File: src/include/output_compare_map.vh
`ifndef OUTPUT_COMPARE_MAP_VH
`define OUTPUT_COMPARE_MAP_VH

// ----------------------------------------
// register offsets (word index)
// ----------------------------------------
`define OC_ADDR_CONTROL_ONE   4'h0
`define OC_ADDR_CONTROL_TWO   4'h1
`define OC_ADDR_PRIMARY       4'h2
`define OC_ADDR_SECONDARY     4'h3
`define OC_ADDR_PERIOD        4'h4
`define OC_ADDR_COUNTER       4'h5
`define OC_ADDR_STATUS        4'h6

// ----------------------------------------
// control one fields
// ----------------------------------------
`define OC_C1_MODE_LSB        0
`define OC_C1_REARM_BIT       3
`define OC_C1_TBSEL_LSB       10
`define OC_C1_RESET           16'h0000
`define OC_C1_MASK            16'h1c0f

// ----------------------------------------
// control two fields
// ----------------------------------------
`define OC_C2_SYNC_LSB        0
`define OC_C2_TRIGGER_STATUS_BIT    6
`define OC_C2_TRIGSEL_BIT     7
`define OC_C2_CASCADE_BIT     8
`define OC_C2_RESET           16'h0000
`define OC_C2_MASK            16'h01df

// ----------------------------------------
// compare modes
// ----------------------------------------
`define OC_MODE_OFF           3'h0
`define OC_MODE_SINGLE_HIGH   3'h1
`define OC_MODE_SINGLE_LOW    3'h2
`define OC_MODE_TOGGLE        3'h3
`define OC_MODE_DUAL_SINGLE   3'h4
`define OC_MODE_DUAL_CONT     3'h5

`define OC_SYNC_NONE          5'h00
`define OC_PERIOD_RESET       16'hffff

`endif

File: src/hdl/compare_event_sync.v
`timescale 1ns/1ps

// ----------------------------------------
// one-of-n source selector with edge pulse
// ----------------------------------------
module compare_event_sync
#(
  parameter SOURCES = 32
)
(
  // clock and reset
  input  wire               clock,
  input  wire               reset,
  // selection
  input  wire [SOURCES-1:0] sources,
  input  wire [4:0]         select,
  // result
  output wire               event_pulse
);

  reg  previous;
  wire level;

  // index 0 means no source; it never fires
  assign level       = (select != 5'h00) ? sources[select] : 1'b0;
  assign event_pulse = level & ~previous;

  always @(posedge clock or posedge reset)
  begin
    if (reset)
      previous <= 1'b0;
    else
      previous <= level;
  end

endmodule

File: src/hdl/output_compare_timer.v
`timescale 1ns/1ps
`include "output_compare_map.vh"

// Behaviour
// - own 16-bit counter, one of six time base ticks selects counting
// - free-running counter counts up and wraps from the period value to 0x0000
// - compare event when counter equals primary or secondary value
// - synchronous mode runs at once; sync event clears counter
// - trigger mode holds counter until selected source event
// - sync select zero means free-running; nonzero means sync or trigger
// - control two bit 7 set means trigger, clear means synchronous
// - five-bit sync select gives 31 sources plus no-source code
// - cascaded: odd is low half, its wrap increments even half
// - cascade active only when both modules set control two bit 8
// - mode field values 1 to 5 select compare operation; 0, 6 and 7 leave it off
// - pin rests at default, goes opposite on primary match
// - double compare modes return pin to default on secondary match
// - flag on primary match single modes, secondary match double modes
// - single-shot once until control one rewritten; continuous repeats
// - toggle mode flips pin on every primary match
// - rearm bit and trigger status choose trigger behaviour
module output_compare_timer
#(
  parameter WIDTH   = 16,
  parameter SOURCES = 32
)
(
  // clock and reset
  input  wire               clock,
  input  wire               reset,
  // register port
  input  wire [3:0]         address,
  input  wire [15:0]        write_data,
  input  wire               write_strobe,
  input  wire               read_strobe,
  output reg  [15:0]        read_data,
  // time base ticks, one per selectable source
  input  wire [5:0]         time_base_ticks,
  // sync and trigger sources, index 0 unused
  input  wire [SOURCES-1:0] sync_sources,
  // cascade partner
  input  wire               partner_cascade_enable,
  input  wire               carry_in,
  output wire               carry_out,
  output wire               cascade_active,
  // compare output pin
  output reg                compare_output,
  output wire               output_pin_direction,
  // events
  output reg                compare_interrupt_flag,
  output wire               sync_event_out
);

  // ----------------------------------------
  // registers
  // ----------------------------------------
  reg  [15:0]      compare_control_one;
  reg  [15:0]      compare_control_two;
  reg  [WIDTH-1:0] primary_compare_value;
  reg  [WIDTH-1:0] secondary_compare_value;
  reg  [WIDTH-1:0] timer_period;
  reg  [WIDTH-1:0] module_counter;
  reg              shot_done;
  reg              next_output;
  reg              next_flag;
  reg              next_done;

  wire [2:0] compare_mode_field;
  wire [2:0] time_base_select;
  wire [4:0] sync_source_select;
  wire       trigger_or_sync_select;
  wire       trigger_status;
  wire       trigger_rearm_mode;
  wire       cascade_enable;
  wire       tick;
  wire       source_event;
  wire       free_running;
  wire       trigger_mode;
  wire       running;
  wire       count_step;
  wire       at_period;
  wire       primary_match;
  wire       secondary_match;
  wire       compare_on;
  wire       double_mode;
  wire       continuous;
  wire       ctl1_write;

  assign compare_mode_field     = compare_control_one[`OC_C1_MODE_LSB +: 3];
  assign time_base_select       = compare_control_one[`OC_C1_TBSEL_LSB +: 3];
  assign trigger_rearm_mode     = compare_control_one[`OC_C1_REARM_BIT];
  assign sync_source_select     = compare_control_two[`OC_C2_SYNC_LSB +: 5];
  assign trigger_status         = compare_control_two[`OC_C2_TRIGGER_STATUS_BIT];
  assign trigger_or_sync_select = compare_control_two[`OC_C2_TRIGSEL_BIT];
  assign cascade_enable         = compare_control_two[`OC_C2_CASCADE_BIT];
  assign ctl1_write = write_strobe && (address == `OC_ADDR_CONTROL_ONE);

  // ----------------------------------------
  // time base and source selection
  // ----------------------------------------
  // codes 5 and 6 are reserved and never tick
  assign tick = (time_base_select == 3'h7) ? time_base_ticks[5] :
                (time_base_select <  3'h5) ? time_base_ticks[time_base_select] : 1'b0;

  compare_event_sync
  #(
    .SOURCES (SOURCES)
  )
  source_select
  (
    .clock       (clock),
    .reset       (reset),
    .sources     (sync_sources),
    .select      (sync_source_select),
    .event_pulse (source_event)
  );

  assign free_running   = (sync_source_select == `OC_SYNC_NONE);
  assign trigger_mode   = !free_running && trigger_or_sync_select;
  assign cascade_active = cascade_enable && partner_cascade_enable;
  assign running        = !trigger_mode || trigger_status;

  // even half of a pair counts on the odd half's wrap, not on the tick
  assign count_step = cascade_active ? carry_in : tick;
  assign at_period  = (module_counter == timer_period);
  assign carry_out  = tick && running && at_period;
  assign sync_event_out = carry_out;

  // ----------------------------------------
  // counter
  // ----------------------------------------
  always @(posedge clock or posedge reset)
  begin
    if (reset)
      module_counter <= {WIDTH{1'b0}};
    else if (trigger_mode && !trigger_status)
      module_counter <= {WIDTH{1'b0}};
    else if (!trigger_mode && !free_running && source_event)
      module_counter <= {WIDTH{1'b0}};
    else if (count_step && running)
    begin
      // period left at all ones gives a plain 0xffff to 0x0000 wrap
      if (at_period)
        module_counter <= {WIDTH{1'b0}};
      else
        module_counter <= module_counter + 1'b1;
    end
  end

  // ----------------------------------------
  // compare logic
  // ----------------------------------------
  // matches count only on a counting step, so a held counter cannot retrigger
  assign primary_match   = running && count_step &&
                           (module_counter == primary_compare_value);
  assign secondary_match = running && count_step &&
                           (module_counter == secondary_compare_value);
  assign compare_on  = !compare_mode_field[2] && (compare_mode_field != `OC_MODE_OFF) ||
                       (compare_mode_field == `OC_MODE_DUAL_SINGLE) ||
                       (compare_mode_field == `OC_MODE_DUAL_CONT);
  assign double_mode = (compare_mode_field == `OC_MODE_DUAL_SINGLE) ||
                       (compare_mode_field == `OC_MODE_DUAL_CONT);
  assign continuous  = (compare_mode_field == `OC_MODE_DUAL_CONT) ||
                       (compare_mode_field == `OC_MODE_TOGGLE);
  assign output_pin_direction = compare_on;

  always @*
  begin
    next_output = compare_output;
    next_flag   = 1'b0;
    next_done   = shot_done;
    case (compare_mode_field)
      `OC_MODE_OFF:
        next_output = 1'b0;
      `OC_MODE_SINGLE_HIGH:
        if (primary_match && !shot_done)
        begin
          next_output = 1'b1;
          next_flag   = 1'b1;
          next_done   = 1'b1;
        end
      `OC_MODE_SINGLE_LOW:
        if (primary_match && !shot_done)
        begin
          next_output = 1'b0;
          next_flag   = 1'b1;
          next_done   = 1'b1;
        end
      `OC_MODE_TOGGLE:
        if (primary_match && count_step)
        begin
          next_output = !compare_output;
          next_flag   = 1'b1;
        end
      `OC_MODE_DUAL_SINGLE, `OC_MODE_DUAL_CONT:
        if (!shot_done || continuous)
        begin
          if (secondary_match && compare_output && count_step)
          begin
            next_output = 1'b0;
            next_flag   = 1'b1;
            next_done   = !continuous;
          end
          else if (primary_match && count_step)
            next_output = 1'b1;
        end
      default:
        next_output = 1'b0;
    endcase
  end

  always @(posedge clock or posedge reset)
  begin
    if (reset)
    begin
      compare_output         <= 1'b0;
      compare_interrupt_flag <= 1'b0;
      shot_done              <= 1'b0;
    end
    else
    begin
      compare_output         <= next_output;
      compare_interrupt_flag <= next_flag;
      // rewriting control one re-arms a single shot
      shot_done              <= ctl1_write ? 1'b0 : next_done;
    end
  end

  // ----------------------------------------
  // register writes
  // ----------------------------------------
  always @(posedge clock or posedge reset)
  begin
    if (reset)
    begin
      compare_control_one     <= `OC_C1_RESET;
      compare_control_two     <= `OC_C2_RESET;
      primary_compare_value   <= {WIDTH{1'b0}};
      secondary_compare_value <= {WIDTH{1'b0}};
      timer_period            <= `OC_PERIOD_RESET;
    end
    else
    begin
      if (ctl1_write)
        compare_control_one <= write_data & `OC_C1_MASK;
      if (write_strobe && (address == `OC_ADDR_CONTROL_TWO))
        compare_control_two <= write_data & `OC_C2_MASK;
      else if (trigger_mode && source_event)
        compare_control_two[`OC_C2_TRIGGER_STATUS_BIT] <= 1'b1;
      else if (trigger_mode && trigger_rearm_mode && carry_out)
        // rearm: a completed period drops the status to await a new trigger
        compare_control_two[`OC_C2_TRIGGER_STATUS_BIT] <= 1'b0;
      if (write_strobe && (address == `OC_ADDR_PRIMARY))
        primary_compare_value <= write_data[WIDTH-1:0];
      if (write_strobe && (address == `OC_ADDR_SECONDARY))
        secondary_compare_value <= write_data[WIDTH-1:0];
      if (write_strobe && (address == `OC_ADDR_PERIOD))
        timer_period <= write_data[WIDTH-1:0];
    end
  end

  // ----------------------------------------
  // register reads
  // ----------------------------------------
  always @(posedge clock or posedge reset)
  begin
    if (reset)
      read_data <= 16'h0000;
    else if (read_strobe)
    begin
      case (address)
        `OC_ADDR_CONTROL_ONE: read_data <= compare_control_one;
        `OC_ADDR_CONTROL_TWO: read_data <= compare_control_two;
        `OC_ADDR_PRIMARY:     read_data <= primary_compare_value;
        `OC_ADDR_SECONDARY:   read_data <= secondary_compare_value;
        `OC_ADDR_PERIOD:      read_data <= timer_period;
        `OC_ADDR_COUNTER:     read_data <= module_counter;
        `OC_ADDR_STATUS:      read_data <= {13'h0000, cascade_active, shot_done,
                                            compare_output};
        default:              read_data <= 16'h0000;
      endcase
    end
    else
      read_data <= 16'h0000;
  end

endmodule

File: config.mk
export PLATFORM = sky130hd
export DESIGN_NAME = output_compare_timer
export DESIGN_NICKNAME = d
export VERILOG_FILES = /design/src/hdl/compare_event_sync.v /design/src/hdl/output_compare_timer.v
export VERILOG_INCLUDE_DIRS = /design/src /design/src/include
export SDC_FILE = /design/constraint.sdc
export NUM_CORES = 1
export LEC_CHECK = 0
export BUFFER_PORTS_ARGS = -buffer_cell sky130_fd_sc_hd__buf_2
export CAP_MARGIN = 20
export CORE_MARGIN = 5
export CORE_UTILIZATION = 60
export CTS_CLUSTER_SIZE = 24
export DETAILED_ROUTE_END_ITERATION = 16
export GPL_TIMING_DRIVEN = 0
export HOLD_SLACK_MARGIN = 0.05
export PLACE_DENSITY = 0.9
export SLEW_MARGIN = 20
export SYNTH_ARGS = -nofsm -noshare
export SYNTH_HDL_FRONTEND = slang
export SYNTH_SLANG_ARGS = --single-unit
File: constraint.sdc
create_clock -name clock -period 7.7 [get_ports clock]
set_clock_uncertainty 0.05 [all_clocks]
set_input_delay 0.77 -clock clock [delete_from_list [all_inputs] [get_ports clock]]
set_output_delay 0.77 -clock clock [all_outputs]
set_load 0.01 [all_outputs]
==> impl_results.md <==
* Drt first pass iters at 6
* Starting density of the core at 61.6%
* Non-filler cells in the finished layout at 752
* Vias in the first global route at 5017
* Final Power at 1.67 mW
* Fmax at 260 MHz
* Hold-fix buffers, CTS at 0
* Share of final-layout standard cells stronger than drive strength 1 at 36.4%
* Count of port buffers added during placement at 84
* Number of inserted filler cells in the final layout at 672
* Final hold viol count at 0
* Maximum number of pins on one net before global-route repair at 84
* Max cap viols at 0
* Clock period minus worst slack at 3.85 ns
* Ys async rst share at 100%
* Post-synth design cell area at 5720 um2
* Routed vias/inst at 6.56
* Commonest register cell after synthesis: sky130_fd_sc_hd__dfrtp_1
* Buffer depth of the longest clock path at 2
* Core region area at 9280 um2
* CTS root buf: sky130_fd_sc_hd__clkbuf_8
* Synth Instances at 522
* Post-route fraction of the period consumed by the critical path at 50.0%
* Unique cell type count in the Yosys netlist at 60
* Std-Cell Rows at 35
* Worst Reg-to-Reg Cells at 9
* Clk pin slew, worst setup/hold paths at 0.09 ns
* I/O pin count at 86
* Pre-CTS WS at 4.27 ns
* Share of synthesized area occupied by flip-flops and latches at 43.6%
* Internal reg-to-reg setup slack at 5.07 ns
* Weighted congestion reported at the end of routability-driven placement at 0.972
* Global Route Usage Sum at 28.8%
* Crit path arrival time at 3.03 ns
* Net count of the finished layout at 683
* Worst setup EP type: primary output
* Total via count in the routed design at 4932
* Max-Slew Margin vs Limit at 31.9%
* Wire length after detailed routing at 16.2 mm
* Number of flops mapped to enable cells by yosys at 0
* Detailed router's first-iteration violation count at 484
* Post-detailed-route wirelength per cell at 21.6 um
* Sum Neg Setup Slack at 0 ns
* H-tree Lvls at 3
* Static leakage at 2.81 nW
* Count of yosys warnings during synthesis at 0
* Finished layout cell area at 6580 um2
* IR drop worst, VDD at 0.000145 V
* Slew at the pin with the worst max-slew slack at 1.01 ns
* Cell count after placement at 736
* Area overhead of the layout relative to synthesis at 15.0%
* Total nets after synthesis at 587
* Source-to-sink clock delay at the later pin of the worst-skew pair at 0.38 ns
* Final number of max-transition violations at 0
* Worst r2r src: module_counter[1]
* Leftover overflow at the end of global routing at 0
* Antenna diode count at 0
* Number of gates resized after cts at 0
* Worst Hold Slack at 0.261 ns
* Final ANT Viol Nets at 0
* Worst path setup slack after routing at 3.85 ns
* Power density cells at 253 nW/um2
* Unrepaired setup endpoints after global routing: false
* Total DRC errors in the routed layout at 0
* Crit Path Class: reg2out
* Worst min-delay path category: in2async
* Result of the run: finished clean
* Wire length of the first global-routing pass at 25.9 mm
* Die outline area at 11600 um2
* TritonCTS sink count at 99
* CTS tree: built
* Post-layout util at 70.9%
* Horizontal extent of the die at 108 um
* Placed Instance Area at 6340 um2
* Post-CTS Setup Bufs at 0
* Required time at the endpoint of the critical path at 6.88 ns
* Height of the die at 108 um
* Initial antenna violation count at 0
* Number of clock buffers inserted by TritonCTS at 9
* Endpoint of the worst-slack reg-to-reg timing path: compare_control_two[6]
* Post-synthesis register bit count at 99
* Critical Path Source Type: flip-flop
* Setup Viol. Count Final at 0
* Biggest fanout along the worst timing path at 10
* Placed wire-length estimate at 12.0 mm
* Average size of a mapped cell at 11.0 um2
-- state kept, by name, indices dropped and copies added (netlist names), 7 cells and up --
register and flops:
read_data 16, timer_period 16, compare_control_two 8, module_counter 16, secondary_compare_value 16, primary_compare_value 16
compare_control_one 7
-- metal layers --
| layer | GRT usage (%) | vias up | part of all wire [%] |
|---|---|---|---|
| met4 | 12.0 | 0 | 3.4 |
| met1 | 37.9 | 2419 | 39 |
| met3 | 4.44 | 50 | 8.9 |
| met5 | 0 | - | 0 |
| met2 | 47.4 | 332 | 49 |
| li1 | - | 2131 | - |
-- Yosys cell counts (3+ instances only) --
| library cell | count | area share, % |
|---|---|---|
| sky130_fd_sc_hd__dfstp_2 | 16 | 7.3 |
| sky130_fd_sc_hd__and3_1 | 3 | 0.33 |
| sky130_fd_sc_hd__a21oi_1 | 30 | 2.6 |
| sky130_fd_sc_hd__dfrtp_1 | 83 | 36 |
| sky130_fd_sc_hd__a31oi_1 | 5 | 0.55 |
| sky130_fd_sc_hd__nor4_1 | 9 | 0.98 |
| sky130_fd_sc_hd__a21oi_2 | 8 | 1.2 |
| sky130_fd_sc_hd__nand4_1 | 10 | 1.1 |
| sky130_fd_sc_hd__a222oi_1 | 14 | 2.4 |
| sky130_fd_sc_hd__nand4b_1 | 4 | 0.61 |
| sky130_fd_sc_hd__mux2i_1 | 8 | 1.4 |
| sky130_fd_sc_hd__or4_1 | 4 | 0.52 |
| sky130_fd_sc_hd__mux2_2 | 63 | 12 |
| sky130_fd_sc_hd__clkbuf_1 | 15 | 0.98 |
| sky130_fd_sc_hd__o211ai_1 | 3 | 0.39 |
| sky130_fd_sc_hd__buf_2 | 22 | 1.9 |
| sky130_fd_sc_hd__nor3_1 | 8 | 0.70 |
| sky130_fd_sc_hd__xor2_1 | 17 | 2.6 |
| sky130_fd_sc_hd__nor2_1 | 23 | 1.5 |
| sky130_fd_sc_hd__nor2b_1 | 13 | 1.4 |
| sky130_fd_sc_hd__xnor2_1 | 31 | 4.7 |
| sky130_fd_sc_hd__buf_1 | 3 | 0.20 |
| sky130_fd_sc_hd__o21ai_0 | 16 | 1.4 |
| sky130_fd_sc_hd__nand3b_1 | 6 | 0.79 |
| sky130_fd_sc_hd__inv_1 | 6 | 0.39 |
| sky130_fd_sc_hd__nand3_1 | 13 | 1.1 |
| sky130_fd_sc_hd__nand2_1 | 29 | 1.9 |
| sky130_fd_sc_hd__a221oi_1 | 3 | 0.46 |
| sky130_fd_sc_hd__a22oi_1 | 10 | 1.3 |
| sky130_fd_sc_hd__mux4_1 | 7 | 3.2 |
-- final cells by class --
cell class,count,area [um2],share of cell area [%]
Inverter,6,27.5,0.418
Tap cell,129,161,2.45
Sequential cell,99,2500,38.0
Buffer,43,208,3.16
Timing Repair Buffer,85,448,6.81
Clock buffer,10,128,1.94
Multi-Input combinational cell,374,2990,45.5
Clock inverter,6,115,1.75
-- critical path, stage by stage, from the launching register on --
cell                      delay [ns]
sky130_fd_sc_hd__dfrtp_1        0.39
sky130_fd_sc_hd__buf_2          0.18
sky130_fd_sc_hd__xnor2_1        0.25
sky130_fd_sc_hd__nand4_1        0.16
sky130_fd_sc_hd__nor4_2         0.46
sky130_fd_sc_hd__buf_2          0.30
sky130_fd_sc_hd__buf_2          0.28
sky130_fd_sc_hd__nand3_1        0.16
sky130_fd_sc_hd__nor2b_1        0.22
sky130_fd_sc_hd__buf_4          0.13
sky130_fd_sc_hd__buf_2          0.11
-- cells in the final DEF, fill, tap and decap left out, drive strengths merged, types with 9 or more instances in the layout --
cell	synthesis	layout
nor4	11	11
o21ai	17	17
clkbuf	15	25
nand4	10	10
xnor2	31	31
a22oi	10	10
nor2	25	25
nor2b	13	13
a222oi	14	14
mux2	64	64
nand2	29	29
a21oi	38	38
dfstp	16	16
dfrtp	83	83
xor2	17	17
buf	28	113
nor3	9	9
nand3	14	14
-- worst max-delay path by stage --
stage | from | endpoint | slack (ns) | cells past startpoint
finish | module_counter[1] | sync_event_out | 3.85 | 10
global route | module_counter[1] | sync_event_out | 3.64 | 10
CTS | module_counter[1] | sync_event_out | 3.84 | 10
detailed placement | module_counter[1] | sync_event_out | 4.27 | 10
global placement | reset | secondary_compare_value[10] | 3.28 | 2
floorplan | reset | compare_control_one[0] | 4.32 | 1
-- cell families after synthesis --
family          Yosys count  synth area share [%]
simple gates            142                  14.3
compound gates          103                  12.8
flops                    99                  43.6
mux                      80                  17.7
buf+inv                  49                  4.02
xor+xnor                 48                  7.35
fa+ha+maj                 1                 0.219
-- power by group --
group          switching (mW)  internal, mW  total [mW]
Combinational           0.291         0.236       0.527
Clock                   0.193         0.217       0.410
Sequential             0.0997         0.629       0.728
No activity file was read; power rests on OpenSTA's default activity.
